$ cat src/rtl/spi_port_consts.svh
// Bit positions, reset values and counts of the serial master port.
// Assumes nothing; included by the package and the port module.
`ifndef SPI_PORT_CONSTS_SVH
`define SPI_PORT_CONSTS_SVH

// ----------------------------------------------------------------
// Control register fields
// ----------------------------------------------------------------
`define CTL_RATE2      7
`define CTL_EN         6
`define CTL_MASTER_SELECT_BIT       4
`define CTL_CLOCK_POLARITY       3
`define CTL_CLOCK_PHASE       2
`define CTL_RATE1      1
`define CTL_RATE0      0
`define CTL_RESET      8'h10

// ----------------------------------------------------------------
// Status register fields
// ----------------------------------------------------------------
`define STA_TC         7
`define STA_WRITE_COLLISION_FLAG       6
`define STA_MODE_FAULT_FLAG       4

// ----------------------------------------------------------------
// Sizes and counts
// ----------------------------------------------------------------
`define BYTE_W         8
`define RATE_EXT       3'h7
`define LAST_EDGE      5'h0F
`define DIV_W          7
`define RX_DEPTH       16
`define XFER_MAX       11'h400

`endif

$ cat src/rtl/spi_port_pkg.sv
// Types shared by the serial master port.
// Assumes the constants header sits beside it.
`include "spi_port_consts.svh"

package spi_port_pkg;

  typedef enum logic [0:0] {S_IDLE, S_XFER} xfer_state_t;

  typedef struct packed {
    logic [`BYTE_W-1:0] ctrl;
    logic               tc;
    logic               write_collision_flag;
    logic               mode_fault_flag;
    logic               tc_arm;
    logic               write_collision_flag_arm;
    logic               mode_fault_flag_arm;
    xfer_state_t        state;
    logic [4:0]         edge_cnt;
    logic [`DIV_W-1:0]  div_cnt;
    logic               sck;
    logic               mosi;
    logic [`BYTE_W-1:0] tx;
    logic [`BYTE_W-1:0] rx;
    logic [`BYTE_W-1:0] rdata;
    logic               push;
  } port_state_t;

endpackage

$ cat src/rtl/byte_stream_if.sv
// Valid/ready byte stream between the shifter and the receive FIFO.
// Assumes both ends share one clock.
`timescale 1ns/1ps

interface byte_stream_if #(parameter int W = 8) ();
  logic         valid;
  logic         ready;
  logic [W-1:0] data;

  modport source (output valid, output data, input ready);
  modport sink   (input valid, input data, output ready);
endinterface

$ cat src/rtl/rx_fifo.sv
// Receive FIFO with width and depth as parameters.
// Assumes a synchronous active-low reset; DEPTH a power of two.
`timescale 1ns/1ps

module rx_fifo #(
  parameter int W     = 8,
  parameter int DEPTH = 16
) (
  input  wire logic     clk,
  input  wire logic     rst_n,
  byte_stream_if.sink   wr,
  byte_stream_if.source rd
);
  localparam int AW = $clog2(DEPTH);

  typedef struct packed {
    logic [AW-1:0] wp;
    logic [AW-1:0] rp;
    logic [AW:0]   count;
  } fifo_state_t;

  fifo_state_t  st_r;
  fifo_state_t  st_nxt;
  logic [W-1:0] mem [DEPTH];
  logic         do_wr;
  logic         do_rd;

  assign wr.ready = (st_r.count != (AW+1)'(DEPTH));
  assign rd.valid = (st_r.count != '0);
  assign rd.data  = mem[st_r.rp];
  assign do_wr    = wr.valid && wr.ready;
  assign do_rd    = rd.valid && rd.ready;

  always_comb begin
    st_nxt = st_r;
    if (do_wr) begin
      st_nxt.wp = st_r.wp + 1'b1;
    end
    if (do_rd) begin
      st_nxt.rp = st_r.rp + 1'b1;
    end
    case ({do_wr, do_rd})
      2'b10:   st_nxt.count = st_r.count + 1'b1;
      2'b01:   st_nxt.count = st_r.count - 1'b1;
      default: st_nxt.count = st_r.count;
    endcase
  end

  always_ff @(posedge clk) begin
    if (!rst_n) begin
      st_r <= '0;
    end else begin
      st_r <= st_nxt;
    end
  end

  always_ff @(posedge clk) begin
    if (do_wr) begin
      mem[st_r.wp] <= wr.data;
    end
  end
endmodule

$ cat src/rtl/spi_port.sv
// Serial master port: control, status and data strobes on one side,
// clock, data out, data in and select on the other.
// Assumes all inputs synchronous to MCLK; BRG_TICK one cycle per edge.
`timescale 1ns/1ps
`include "spi_port_consts.svh"

module spi_port (
  input  wire logic       MCLK,
  input  wire logic       RST_N,
  input  wire logic       CTRL_WR,
  input  wire logic [7:0] CTRL_WDATA,
  input  wire logic       STAT_RD,
  input  wire logic       DATA_WR,
  input  wire logic [7:0] DATA_WDATA,
  input  wire logic       DATA_RD,
  input  wire logic       BRG_TICK,
  input  wire logic       MISO,
  input  wire logic       SS_N,
  output logic [7:0]      CTRL_Q,
  output logic [7:0]      STAT_Q,
  output logic [7:0]      DATA_Q,
  output logic            SCK,
  output logic            MOSI,
  output logic            TX_IRQ,
  output logic            ERR_IRQ
);
  import spi_port_pkg::*;

  port_state_t        st_r;
  port_state_t        st_nxt;
  logic [2:0]         rate;
  logic [7:0]         one_hot;
  logic [`DIV_W-1:0]  half_last;
  logic               tick;
  logic               en;
  logic               master_select_bit;
  logic               clock_polarity;
  logic               clock_phase;
  logic               fault;
  logic               start;
  logic               leading;
  logic               sample_now;
  logic               drive_now;

  byte_stream_if #(.W(`BYTE_W)) push_if ();
  byte_stream_if #(.W(`BYTE_W)) pop_if ();

  // ----------------------------------------------------------------
  // Receive buffer
  // ----------------------------------------------------------------
  // Full buffer holds off the next start rather than losing a byte.
  rx_fifo #(.W(`BYTE_W), .DEPTH(`RX_DEPTH)) u_rx_fifo (
    .clk   (MCLK),
    .rst_n (RST_N),
    .wr    (push_if.sink),
    .rd    (pop_if.source)
  );

  assign push_if.valid = st_r.push;
  assign push_if.data  = st_r.rx;
  assign pop_if.ready  = DATA_RD;

  // ----------------------------------------------------------------
  // Decode
  // ----------------------------------------------------------------
  assign en    = st_r.ctrl[`CTL_EN];
  assign master_select_bit  = st_r.ctrl[`CTL_MASTER_SELECT_BIT];
  assign clock_polarity  = st_r.ctrl[`CTL_CLOCK_POLARITY];
  assign clock_phase  = st_r.ctrl[`CTL_CLOCK_PHASE];
  assign rate  = {st_r.ctrl[`CTL_RATE2], st_r.ctrl[`CTL_RATE1],
                  st_r.ctrl[`CTL_RATE0]};
  assign fault = en && master_select_bit && !SS_N;

  // Rates below 7: half period of 2^rate cycles gives SCK = MCLK / 2^(rate+1)
  assign one_hot   = 8'h01 << rate;
  assign half_last = one_hot[`DIV_W-1:0] - 7'h01;
  assign tick      = (rate == `RATE_EXT) ? BRG_TICK
                   : (st_r.div_cnt == half_last);

  assign leading    = !st_r.edge_cnt[0];
  assign sample_now = clock_phase ? !leading : leading;
  assign drive_now  = clock_phase ? leading
                    : (!leading && st_r.edge_cnt != `LAST_EDGE);

  // Port inert unless both enabled and master
  assign start = DATA_WR && st_r.state == S_IDLE && en && master_select_bit
                 && push_if.ready && !fault;

  // ----------------------------------------------------------------
  // Next state
  // ----------------------------------------------------------------
  always_comb begin
    st_nxt      = st_r;
    st_nxt.push = 1'b0;

    if (CTRL_WR) begin
      st_nxt.ctrl = CTRL_WDATA;
      if (st_r.mode_fault_flag_arm) begin
        st_nxt.mode_fault_flag     = 1'b0;
        st_nxt.mode_fault_flag_arm = 1'b0;
      end
    end

    if (STAT_RD) begin
      st_nxt.tc_arm   = st_r.tc;
      st_nxt.write_collision_flag_arm = st_r.write_collision_flag;
      st_nxt.mode_fault_flag_arm = st_r.mode_fault_flag;
    end

    if ((DATA_WR || DATA_RD) && st_r.tc_arm) begin
      st_nxt.tc     = 1'b0;
      st_nxt.tc_arm = 1'b0;
    end
    if ((DATA_WR || DATA_RD) && st_r.write_collision_flag_arm) begin
      st_nxt.write_collision_flag     = 1'b0;
      st_nxt.write_collision_flag_arm = 1'b0;
    end

    if (DATA_RD && pop_if.valid) begin
      st_nxt.rdata = pop_if.data;
    end

    case (st_r.state)
      S_IDLE: begin
        st_nxt.sck = clock_polarity;
        if (start) begin
          st_nxt.state    = S_XFER;
          st_nxt.edge_cnt = '0;
          st_nxt.div_cnt  = '0;
          st_nxt.tx       = DATA_WDATA;
          if (!clock_phase) begin
            // MSB must be on the wire before the first edge
            st_nxt.mosi = DATA_WDATA[7];
            st_nxt.tx   = {DATA_WDATA[6:0], 1'b0};
          end
        end
      end
      S_XFER: begin
        // A collision only flags; the shifter is left untouched
        if (DATA_WR) begin
          st_nxt.write_collision_flag = 1'b1;
        end
        st_nxt.div_cnt = tick ? '0 : st_r.div_cnt + 7'h01;
        if (tick) begin
          st_nxt.sck      = !st_r.sck;
          st_nxt.edge_cnt = st_r.edge_cnt + 5'h01;
          if (sample_now) begin
            st_nxt.rx = {st_r.rx[6:0], MISO};
          end
          if (drive_now) begin
            st_nxt.mosi = st_r.tx[7];
            st_nxt.tx   = {st_r.tx[6:0], 1'b0};
          end
          if (st_r.edge_cnt == `LAST_EDGE) begin
            st_nxt.state = S_IDLE;
            st_nxt.push  = 1'b1;
            st_nxt.tc    = 1'b1;
          end
        end
      end
      default: begin
        st_nxt.state = S_IDLE;
      end
    endcase

    // Fault overrides any control write in the same cycle
    if (fault) begin
      st_nxt.mode_fault_flag           = 1'b1;
      st_nxt.ctrl[`CTL_EN]   = 1'b0;
      st_nxt.ctrl[`CTL_MASTER_SELECT_BIT] = 1'b0;
      st_nxt.state          = S_IDLE;
      st_nxt.sck            = clock_polarity;
    end

    // Dropping enable or master mid-byte abandons it without a flag
    if (!en || !master_select_bit) begin
      st_nxt.state = S_IDLE;
      st_nxt.sck   = clock_polarity;
    end
  end

  always_ff @(posedge MCLK) begin
    if (!RST_N) begin
      st_r      <= '0;
      st_r.ctrl <= `CTL_RESET;
    end else begin
      st_r <= st_nxt;
    end
  end

  // ----------------------------------------------------------------
  // Outputs
  // ----------------------------------------------------------------
  assign CTRL_Q  = st_r.ctrl;
  assign STAT_Q  = {st_r.tc, st_r.write_collision_flag, 1'b0, st_r.mode_fault_flag, 4'h0};
  assign DATA_Q  = st_r.rdata;
  assign SCK     = st_r.sck;
  assign MOSI    = st_r.mosi;
  assign TX_IRQ  = st_r.tc;
  assign ERR_IRQ = st_r.mode_fault_flag;

  // ----------------------------------------------------------------
  // Checks
  // ----------------------------------------------------------------
  logic [4:0]  sck_toggles;
  logic [10:0] busy_cnt;

  // Saturates so a stalled external rate cannot wrap it
  always_ff @(posedge MCLK) begin
    if (!RST_N || start) begin
      busy_cnt <= '0;
    end else if (st_r.state == S_XFER && busy_cnt != 11'h7FF) begin
      busy_cnt <= busy_cnt + 11'h001;
    end
  end

  always_ff @(posedge MCLK) begin
    if (!RST_N || start) begin
      sck_toggles <= '0;
    end else if (st_r.state == S_XFER && SCK != st_nxt.sck) begin
      sck_toggles <= sck_toggles + 5'h01;
    end
  end
endmodule

$ cat config.mk
export PLATFORM = sky130hd
export DESIGN_NAME = spi_port
export DESIGN_NICKNAME = d
export VERILOG_FILES = /design/src/rtl/spi_port_pkg.sv /design/src/rtl/byte_stream_if.sv /design/src/rtl/rx_fifo.sv /design/src/rtl/spi_port.sv
export VERILOG_INCLUDE_DIRS = /design/src /design/src/rtl
export SDC_FILE = /design/constraint.sdc
export NUM_CORES = 1
export LEC_CHECK = 0
export ABC_AREA = 1
export BUFFER_PORTS_ARGS = -buffer_cell sky130_fd_sc_hd__buf_2
export CAP_MARGIN = 15
export CORE_ASPECT_RATIO = 1.25
export CORE_MARGIN = 1
export CORE_UTILIZATION = 44
export CTS_CLUSTER_DIAMETER = 200
export DETAILED_ROUTE_END_ITERATION = 8
export GPL_ROUTABILITY_DRIVEN = 0
export MAX_ROUTING_LAYER = met4
export PLACE_DENSITY = 0.62
export SYNTH_ARGS = -nofsm -noshare
export SYNTH_HDL_FRONTEND = slang
export SYNTH_SLANG_ARGS = --single-unit
export TNS_END_PERCENT = 30
$ cat constraint.sdc
create_clock -name MCLK -period 2.38 [get_ports MCLK]
set_clock_uncertainty 0.15 [all_clocks]
set_input_delay 0.476 -clock MCLK [delete_from_list [all_inputs] [get_ports MCLK]]
set_output_delay 0.476 -clock MCLK [all_outputs]
set_load 0.01 [all_outputs]
==> results.yml, run 1 <==
finish:
  antenna_cells: 0
  multi_input_comb_area_um2: 2910
  final_core_util: 0.517
  drive_gt1_frac: 0.171
  register_area_um2: 5190
  area_delta_synth_final_pct: 14.3
  fillers: 1675
  final_net_count: 935
sta:
  hold_viol_final: 0
  setup_viol: 0
  min_period_ns: 2.36
  rsz0062_at_grt: "yes"
  timing.hold.ws_ns: 0.113
  fin_crit_sh: 0.991
  worstMarginPinSlew_ns: 0.861
  fmax_ghz: 0.424
  timing.slew.headroom: 0.424
  finalMaxSlewViolations: 0
synth:
  synth_most_common_cell: "nor2_1"
  ys_types: 38
  synth_edf_count: 128
  syn_inst: 857
  synth-async-reset-ratio: 0
  yosysTopAreaCell: "edfxtp_1"
  syn_area_per_cell_um2: 9.94
  synth_area_leaders: "edfxtp_1, dfxtp_1, nor2_1, o21ai_0, nand2_1"
  synth-main-ff-cell: "edfxtp_1"
  ys_warn_count: 0
  ys_seq_area_frac: 0.609
  synthTopCellsByCount: "nor2_1, edfxtp_1, nand2_1, o21ai_0, dfxtp_1"
  synth_top_area_share: 0.451
  synth_area_um2: 8520
  ys_seq_elements: 195
hold_path:
  min_path_type: "in2reg"
drt:
  wl_per_cell_um: 16.3
  drt_first_pass_iters: 4
  dr_total_vias: 6059
  drt_iter0_drc: 479
  routed_wirelength_um: 18600
  drc: 0
  viasPerCell: 5.31
  ant_nets: 0
critical_path:
  worstPathRequired_ns: 2.51
  path_class: "reg2reg"
  arrival_ns: 2.49
  worstPathMaxFanout: 4
  start_kind: "flip-flop"
  endpoint_kind: "flip-flop"
clocking:
  cts_hold_buf: 0
  clk_transition_reported_paths_ns: 0.07
  cts_buffer_depth: 2
  cts_tree: "yes"
  clockRootBuffer: "clkbuf_16"
  cts_buffers: 17
  clkSinkCount: 195
  cts-htree-levels: 4
  clk_latency_ns: 0.44
placement:
  portBuffers: 47
  dp.final_hpwl_um: 11900
status:
  run_status: "completed"
pwr:
  p_leak_uw: 0.00349
  p_per_area_nw_per_um2: 921
  peakVddDrop_v: 0.000501
die:
  core-area_um2: 18800
  num_io_pins: 53
  row_count: 56
  fp.dieH_um: 158
  die-area_um2: 19900
  start_util: 0.452
  die_width_um: 126
global_route:
  grt_pass1_wl_um: 29700
  grt_antenna_before_repair: 0
  track_usage: 0.201
  grt_pass1_vias: 5717
  gr-total-overflow: 0
  grt_max_degree: 45
flow_run:
  cap_viol_max_count: 0
[power by group]
| group | switching (uW) | internal (uW) | leakage (uW) | total [uW] |
|---|---|---|---|---|
| combinational | 1360 | 773 | 0.00152 | 2140 |
| sequential | 84.2 | 3690 | 0.00167 | 3780 |
| clock | 1290 | 1770 | 0.000306 | 3060 |
| total | 2740 | 6230 | 0.00349 | 8970 |
[logic make-up after synthesis]
group | share of synthesized area
other | 0.000440
buffers and inverters | 0.0683
adder cells (fa/ha/maj) | 0.0214
AND/OR/NAND/NOR | 0.157
XOR/XNOR | 0.00411
flip-flops | 0.609
AO/OA/AOI/OAI | 0.140
[what timing repair did]
item	in CTS	in global routing
resized for setup	1	27
endpoints found under the setup margin	1	64
pin swaps	1	15
buffers inserted	0	5
[critical path: stages (launching register included)]
cell and delay, ns:
dfxtp_2 0.34, nor4_4 0.27, nand2_1 0.11, nand2_2 0.11, ha_4 0.19, inv_4 0.05, fa_2 0.36, nor2_2 0.10
a211oi_2 0.06, buf_4 0.14, a21oi_2 0.14, nand2_1 0.05, nor3b_1 0.13
[final cells by class]
class                   instances  share of cell area
clock inverters                15              0.0208
multi-input cells             542               0.298
clock buffers                  17              0.0437
flip-flops and latches        195               0.533
repair buffers                 78              0.0506
inverters                      62              0.0241
well taps                     232              0.0298
[worst paths after layout]
check / endpoint / from / cells past startpoint / slack [ns]
worst min register to register: st_r[42] / st_r[42] / 2 / 0.31
worst max register to register: u_rx_fifo.st_r[4] / u_rx_fifo.st_r[2] / 12 / 0.02
worst max-delay path: u_rx_fifo.st_r[4] / u_rx_fifo.st_r[2] / 12 / 0.02
worst min-delay path: CTRL_Q[5] / CTRL_WDATA[5] / 3 / 0.11
[metrics by stage]
step	total power, uW	std cells	TNS [ns]	setup slack, ns	cell area [um^2]
after floorplan	5310	861	0	0.0153	8590
after CTS	8950	1136	0	0.0208	9600
after global placement	5900	1104	0	0.0623	8970
final	8970	1141	0	0.0204	9740
after global routing	9420	1141	-0.608	-0.0802	9740
after detailed placement	5910	1104	0	0.0182	8970
[registers in the layout (all words and copies together) (netlist names)]
signal,count
u_rx_fifo.mem,128
st_r,24
u_rx_fifo.st_r,13
CTRL_Q,8
DATA_Q,8
push_if.data,8
ERR_IRQ,1
MOSI,1
SCK,1
STAT_Q,1
TX_IRQ,1
push_if.valid,1
[layer usage]
| layer | GRT usage | routed length, um | vias to the layer above |
|---|---|---|---|
| li1 | - | - | 3040 |
| met1 | 0.243 | 8150 | 2864 |
| met2 | 0.338 | 9250 | 128 |
| met3 | 0.0335 | 770 | 27 |
| met4 | 0.0809 | 437 | 0 |
| met5 | - | 0 | - |
[cells in the final DEF, fill, tap and decap left out, types with 3 or more instances in the layout]
cell type	instances
a21oi_1	36
a22oi_1	8
a31oi_1	3
buf_2	47
buf_4	29
bufinv_16	4
clkbuf_16	17
clkinv_2	3
conb_1	5
dfxtp_1	64
dfxtp_2	3
edfxtp_1	128
ha_1	9
ha_4	4
inv_1	53
inv_2	6
inv_6	3
nand2_1	114
nand2_2	9
nand3_1	47
nand4_1	3
nor2_1	123
nor2_2	8
o211ai_1	24
o21ai_0	90
o21ai_1	4
o221ai_1	16
o22ai_1	16
Power figures use the tool's default switching activity.
==> inputs of run 2 (changes only) <==
- CORE_UTILIZATION: 44 -> 30
- PLACE_DENSITY: 0.62 -> 0.46
==> run 2 against run 1 <==
  * Non-clock buffer count is 13 higher
  * Register-to-register slack improved by 0.02 ns
  * Routed wire length increased by 13%
  * Critical path depth is the same
  * Power decreased by 0.28%
  * Clock power fell by 6.9%
  * Clock-buffer cell count is 1 higher
  * Cell area grew 2.1%
  * Fmax grew 1.0%
  * Critical endpoint unchanged
  * Combinational power is 8% higher
  * Utilization down 16 points
==> results.yml, run 2 (synthesis gave the netlist of run 1 again) <==
clocking:
  clk_latency_ns: 0.43
  cts-htree-levels: 4
  clk_transition_reported_paths_ns: 0.08
  clockRootBuffer: "clkbuf_16"
  cts_hold_buf: 0
  clkSinkCount: 195
  cts_buffer_depth: 2
  cts_buffers: 17
  cts_tree: "yes"
sta:
  finalMaxSlewViolations: 0
  timing.slew.headroom: 0.323
  min_period_ns: 2.34
  timing.hold.ws_ns: 0.119
  worstMarginPinSlew_ns: 1.01
  fmax_ghz: 0.428
  tns_ns: 0
  fin_crit_sh: 0.981
  rsz0062_at_grt: "yes"
  setup_viol: 0
  hold_viol_final: 0
finish:
  fillers: 2836
  fin_cells: 1272
  reg_top3: "u_rx_fifo.mem (128), st_r (24), u_rx_fifo.st_r (13)"
  largest_reg_flops: 128
  final_net_count: 948
  largest-register: "u_rx_fifo.mem"
  final_cell_mix: "edfxtp_1, nor2_1, nand2_1"
  mostFrequentLayoutCell: "edfxtp_1"
  antenna_cells: 0
  drive_gt1_frac: 0.181
  multi_input_comb_area_um2: 2900
  register_area_um2: 5190
  area_delta_synth_final_pct: 16.7
  final_area_um2: 9950
global_route:
  gr-total-overflow: 0
  grt_pass1_vias: 5998
  grt_max_degree: 43
  grt_pass1_wl_um: 33500
  grt_antenna_before_repair: 0
  track_usage: 0.156
drt:
  dr_total_vias: 6068
  drt_iter0_drc: 228
  ant_nets: 0
  drt_first_pass_iters: 6
  drc: 0
  routed_wirelength_um: 21000
  viasPerCell: 4.77
  wl_per_cell_um: 16.5
critical_path:
  worstPathRequired_ns: 2.58
  worstPathMaxFanout: 4
  critPathMaxStageDelay_ns: 0.40
  crit_top_cell: "nand2_1"
  worst_path_max_delay_cell: "fa_1"
  arrival_ns: 2.54
  start_kind: "flip-flop"
  endpoint_kind: "flip-flop"
  worstPathCellList: "nor4_4 > nand2_1 > nand2_2 > ha_4 > inv_1 > fa_1 > nor2_2 > a211oi_2 > o21ai_1 > a21oi_2 > nand2_1 > nor3b_1"
  path_class: "reg2reg"
die:
  die_width_um: 153
  row_count: 68
  fp.dieH_um: 190
  core-area_um2: 27700
  num_io_pins: 53
  die-area_um2: 29100
  start_util: 0.307
pwr:
  p_per_area_nw_per_um2: 900
  peakVddDrop_v: 0.000496
  p_leak_uw: 0.00353
status:
  run_status: "completed"
placement:
  placed_cell_area_um2: 9220
  dp.cells: 1232
  dp.final_hpwl_um: 13600
  portBuffers: 47
flow_run:
  cap_viol_max_count: 0
hold_path:
  min_path_type: "in2reg"
[run 2: cell count changes in the layout (fill, tap and decap cells not counted), moves of 2 or more]
cell,change
buf_4,+12
bufinv_16,-3
nand2_2,+3
nor2_1,+4
nor2_2,-4
nand2_1,-3
inv_6,+2
clkinv_4,+2
[run 2: report_power, final]
part | total, uW | internal, uW | switching [uW] | leakage [uW]
combinational | 2320 | 852 | 1470 | 0.00157
sequential | 3780 | 3690 | 85.9 | 0.00167
clock | 2850 | 1510 | 1340 | 0.000290
total | 8950 | 6050 | 2900 | 0.00353
[run 2: cell type report]
type / instances / share of cell area
sequential: 195 / 0.522
clock buffer: 18 / 0.0442
multi-input combinational: 542 / 0.291
clock inverter: 14 / 0.0142
inverter: 62 / 0.0238
tap: 350 / 0.0440
timing repair buffer: 91 / 0.0606
[run 2: what timing repair did]
action | CTS | global route
setup buffers | 4 | 4
endpoints found under the hold margin | 0 | 0
setup endpoints to repair | 1 | 33
pin swaps | 3 | 14
resized for setup | 1 | 25
[run 2: per-layer routing]
layer  share of wire  track usage  vias up  wire [um]
li1                -            -     3071          -
met1            0.46        0.184     2871       9600
met2            0.50        0.276      114      10600
met4           0.013       0.0373        0        268
met3           0.026       0.0264       12        547
met5               0            -        -          0
[run 2: per-stage QoR]
step,power [uW],util,worst slack (ns)
3_5_place_dp,6080,0.332,-0.00833
3_3_place_gp,6080,0.332,0.0157
4_1_cts,8960,0.354,0.00209
6_report,8950,0.359,0.0446
2_1_floorplan,5310,-,0.0153
5_1_grt,9440,0.359,-0.110
[run 2: critical path: cells and delay by family (launching register included)]
family / cells / cell delay (ns)
flops: 1 / 0.33
compound gates: 3 / 0.28
simple gates: 6 / 0.83
fa+ha+maj: 2 / 0.59
buf+inv: 1 / 0.07
[run 2: worst paths after layout]
kind                startpoint                 to  slack (ns)  depth (start not counted)
max          u_rx_fifo.st_r[0]  u_rx_fifo.st_r[4]        0.04                         12
min              CTRL_WDATA[5]          CTRL_Q[5]        0.12                          3
max reg2reg  u_rx_fifo.st_r[0]  u_rx_fifo.st_r[4]        0.04                         12
min reg2reg           st_r[42]           st_r[42]        0.30                          2
==> inputs of run 3 (changes only) <==
- SYNTH_HIERARCHICAL: default -> 1
==> run 3 against run 2 <==
  * Cell area increased by 3.2%
  * Register-to-register slack improved by 0.14 ns
  * Via count increased by 0.30%
  * Global-route usage decreased by 1.3 points
  * Hold slack got worse by 0.021 ns
  * Routed wire length decreased by 5.8%
  * Utilization decreased by 0.77 points
  * Largest cell class unchanged
  * Highest routed layer unchanged
==> results.yml, run 3 <==
status:
  run_status: "completed"
finish:
  mostFrequentLayoutCell: "edfxtp_1"
  largest-register: "u_rx_fifo/mem"
  drive_gt1_frac: 0.172
  final_cell_mix: "edfxtp_1, nand2_1, nor2_1"
  reg_top3: "u_rx_fifo/mem (128), st_r (24), u_rx_fifo/st_r (13)"
  final_net_count: 976
  antenna_cells: 0
  fillers: 3034
  largest_reg_flops: 128
  area_delta_synth_final_pct: 15.1
  final_area_um2: 10300
drt:
  dr_total_vias: 6086
  drt_first_pass_iters: 4
  drt_iter0_drc: 354
  viasPerCell: 4.51
  drc: 0
  ant_nets: 0
  routed_wirelength_um: 19800
  wl_per_cell_um: 14.7
synth:
  syn_area_per_cell_um2: 10.1
  synthMuxAreaShare: 0.0359
  synth_most_common_cell: "edfxtp_1"
  synth_area_leaders: "edfxtp_1, dfxtp_1, nand2_1, a21oi_1, inv_1"
  synthAdderAreaFrac: 0.0168
  synth-async-reset-ratio: 0
  synth-simple-area-share: 0.153
  synth_top_family_by_area: "simple AND/OR/NAND/NOR gates"
  synth-main-ff-cell: "edfxtp_1"
  ys_seq_area_frac: 0.591
  synth_top_area_share: 0.431
  syn_inst: 884
  synth_edf_count: 128
  yosysTopAreaCell: "edfxtp_1"
  ys_types: 37
  synth_area_um2: 8920
  synth_compound_area_frac: 0.115
  ys_seq_elements: 199
  synthTopCellsByCount: "edfxtp_1, nand2_1, inv_1, nor2_1, dfxtp_1"
  ys_warn_count: 6
  synth-xor-area-share: 0.00870
critical_path:
  worstPathCellList: "nor2_2 > nand3_2 > nand2_4 > inv_6 > ha_1 > ha_1 > inv_1 > nor2_2 > nand2_2 > nand3_1 > nand3_1 > nand2_1 > inv_1"
  ff2ff_path_depth: 13
  worst_path_max_delay_cell: "ha_1"
  worstPathMaxFanout: 8
  endpoint_kind: "flip-flop"
  worstPathRequired_ns: 2.57
  start_kind: "flip-flop"
  path_class: "reg2reg"
  arrival_ns: 2.38
  cp_top_family: "simple AND/OR/NAND/NOR gates"
  cp.buffers_inverters: 3
  critPathMaxStageDelay_ns: 0.36
  worst-path-stages: 13
global_route:
  grt-busiest-layer: "met2"
  use_met3: 0.0268
  grt_pass1_wl_um: 32500
  grt_max_degree: 43
  grt_util_met2: 0.245
  grt_antenna_before_repair: 0
  track_usage: 0.143
  use_met1: 0.171
  grt_pass1_vias: 6150
  gr-total-overflow: 0
clocking:
  cts-htree-levels: 4
  clk_transition_reported_paths_ns: 0.08
  cts_buffer_depth: 2
  cts_buffers: 17
  clkSinkCount: 199
  clockRootBuffer: "clkbuf_16"
  cts_tree: "yes"
  clk_latency_ns: 0.44
  cts_hold_buf: 0
pwr:
  internal_power_uw: 6080
  p_leak_uw: 0.00390
  power_frac_clock: 0.307
  p_switching_uw: 2750
  p_sw_frac: 0.311
  p_per_area_nw_per_um2: 860
  peakVddDrop_v: 0.000392
  pwr-share-seq: 0.447
  power_frac_comb: 0.246
die:
  core-area_um2: 29300
  die-area_um2: 30400
  fp.dieH_um: 195
  die_width_um: 156
  start_util: 0.305
  row_count: 70
  num_io_pins: 53
sta:
  timing.slew.headroom: 0.484
  finalMaxSlewViolations: 0
  min_period_ns: 2.20
  rsz0062_at_grt: "yes"
  tns_ns: 0
  setup_viol: 0
  fin_crit_sh: 0.922
  timing.hold.ws_ns: 0.0980
  worstMarginPinSlew_ns: 0.773
  fmax_ghz: 0.456
  hold_viol_final: 0
hold_path:
  min_path_type: "in2reg"
  hold_path_depth: 3
flow_run:
  cap_viol_max_count: 0
placement:
  dp.final_hpwl_um: 13800
  placed_cell_area_um2: 9650
  portBuffers: 47
run 3: what timing repair did:
action | CTS | global route
setup buffers | 0 | 4
gates resized for setup | 0 | 11
endpoints found under the setup margin | 0 | 19
run 3: cells by family after synthesis:
| group | count (synthesis) |
|---|---|
| AND/OR/NAND/NOR | 301 |
| flip-flops | 199 |
| AO/OA/AOI/OAI | 181 |
| buffers and inverters | 150 |
| multiplexers | 32 |
| adder cells (fa/ha/maj) | 12 |
| XOR/XNOR | 8 |
| other | 1 |
run 3: path summary, 6_finish.rpt:
path	slack, ns	to	start
max reg2reg	0.18	u_rx_fifo/st_r[4]	u_rx_fifo/st_r[0]
min	0.1	CTRL_Q[5]	CTRL_WDATA[5]
max	0.18	u_rx_fifo/st_r[4]	u_rx_fifo/st_r[0]
min reg2reg	0.31	st_r[41]	st_r[41]
run 3: power groups by stage:
stage	sequential, uW	combinational [uW]	clock [uW]
after detailed placement	4030	2180	0
after global routing	3970	2480	2930
after CTS	3950	2190	2800
after global placement	4030	2180	0
after floorplan	3950	1680	0
final	3950	2170	2720
run 3: area by class of cell:
| class | count | area [um^2] | area share |
|---|---|---|---|
| Clock buffer | 22 | 475 | 0.0463 |
| Inverter | 92 | 350 | 0.0341 |
| Timing Repair Buffer | 90 | 612 | 0.0596 |
| Clock inverter | 10 | 68.8 | 0.00670 |
| Multi-Input combinational cell | 539 | 2990 | 0.292 |
| Tap cell | 396 | 495 | 0.0483 |
| Sequential cell | 199 | 5270 | 0.513 |
run 3: per-stage QoR:
stage / util / worst slack (ns) / power, uW / std cells
2_1_floorplan: - / 0.272 / 5630 / 888
3_3_place_gp: 0.330 / 0.114 / 6210 / 1312
3_5_place_dp: 0.330 / 0.0769 / 6210 / 1312
4_1_cts: 0.348 / 0.0472 / 8940 / 1344
5_1_grt: 0.351 / -0.0185 / 9380 / 1348
6_report: 0.351 / 0.185 / 8830 / 1348
run 3: metal layers:
layer / wire length [um] / vias to the layer above / share of wire
met5: 0 / - / 0
met4: 214 / 0 / 0.011
met3: 508 / 9 / 0.026
met2: 9990 / 93 / 0.51
met1: 9050 / 2865 / 0.46
li1: - / 3119 / -
run 3: worst min-delay path: cells and delay by family:
kind / cells / cell delay [ns]
buffers and inverters: 1 / 0.07
AND/OR/NAND/NOR: 2 / 0.11
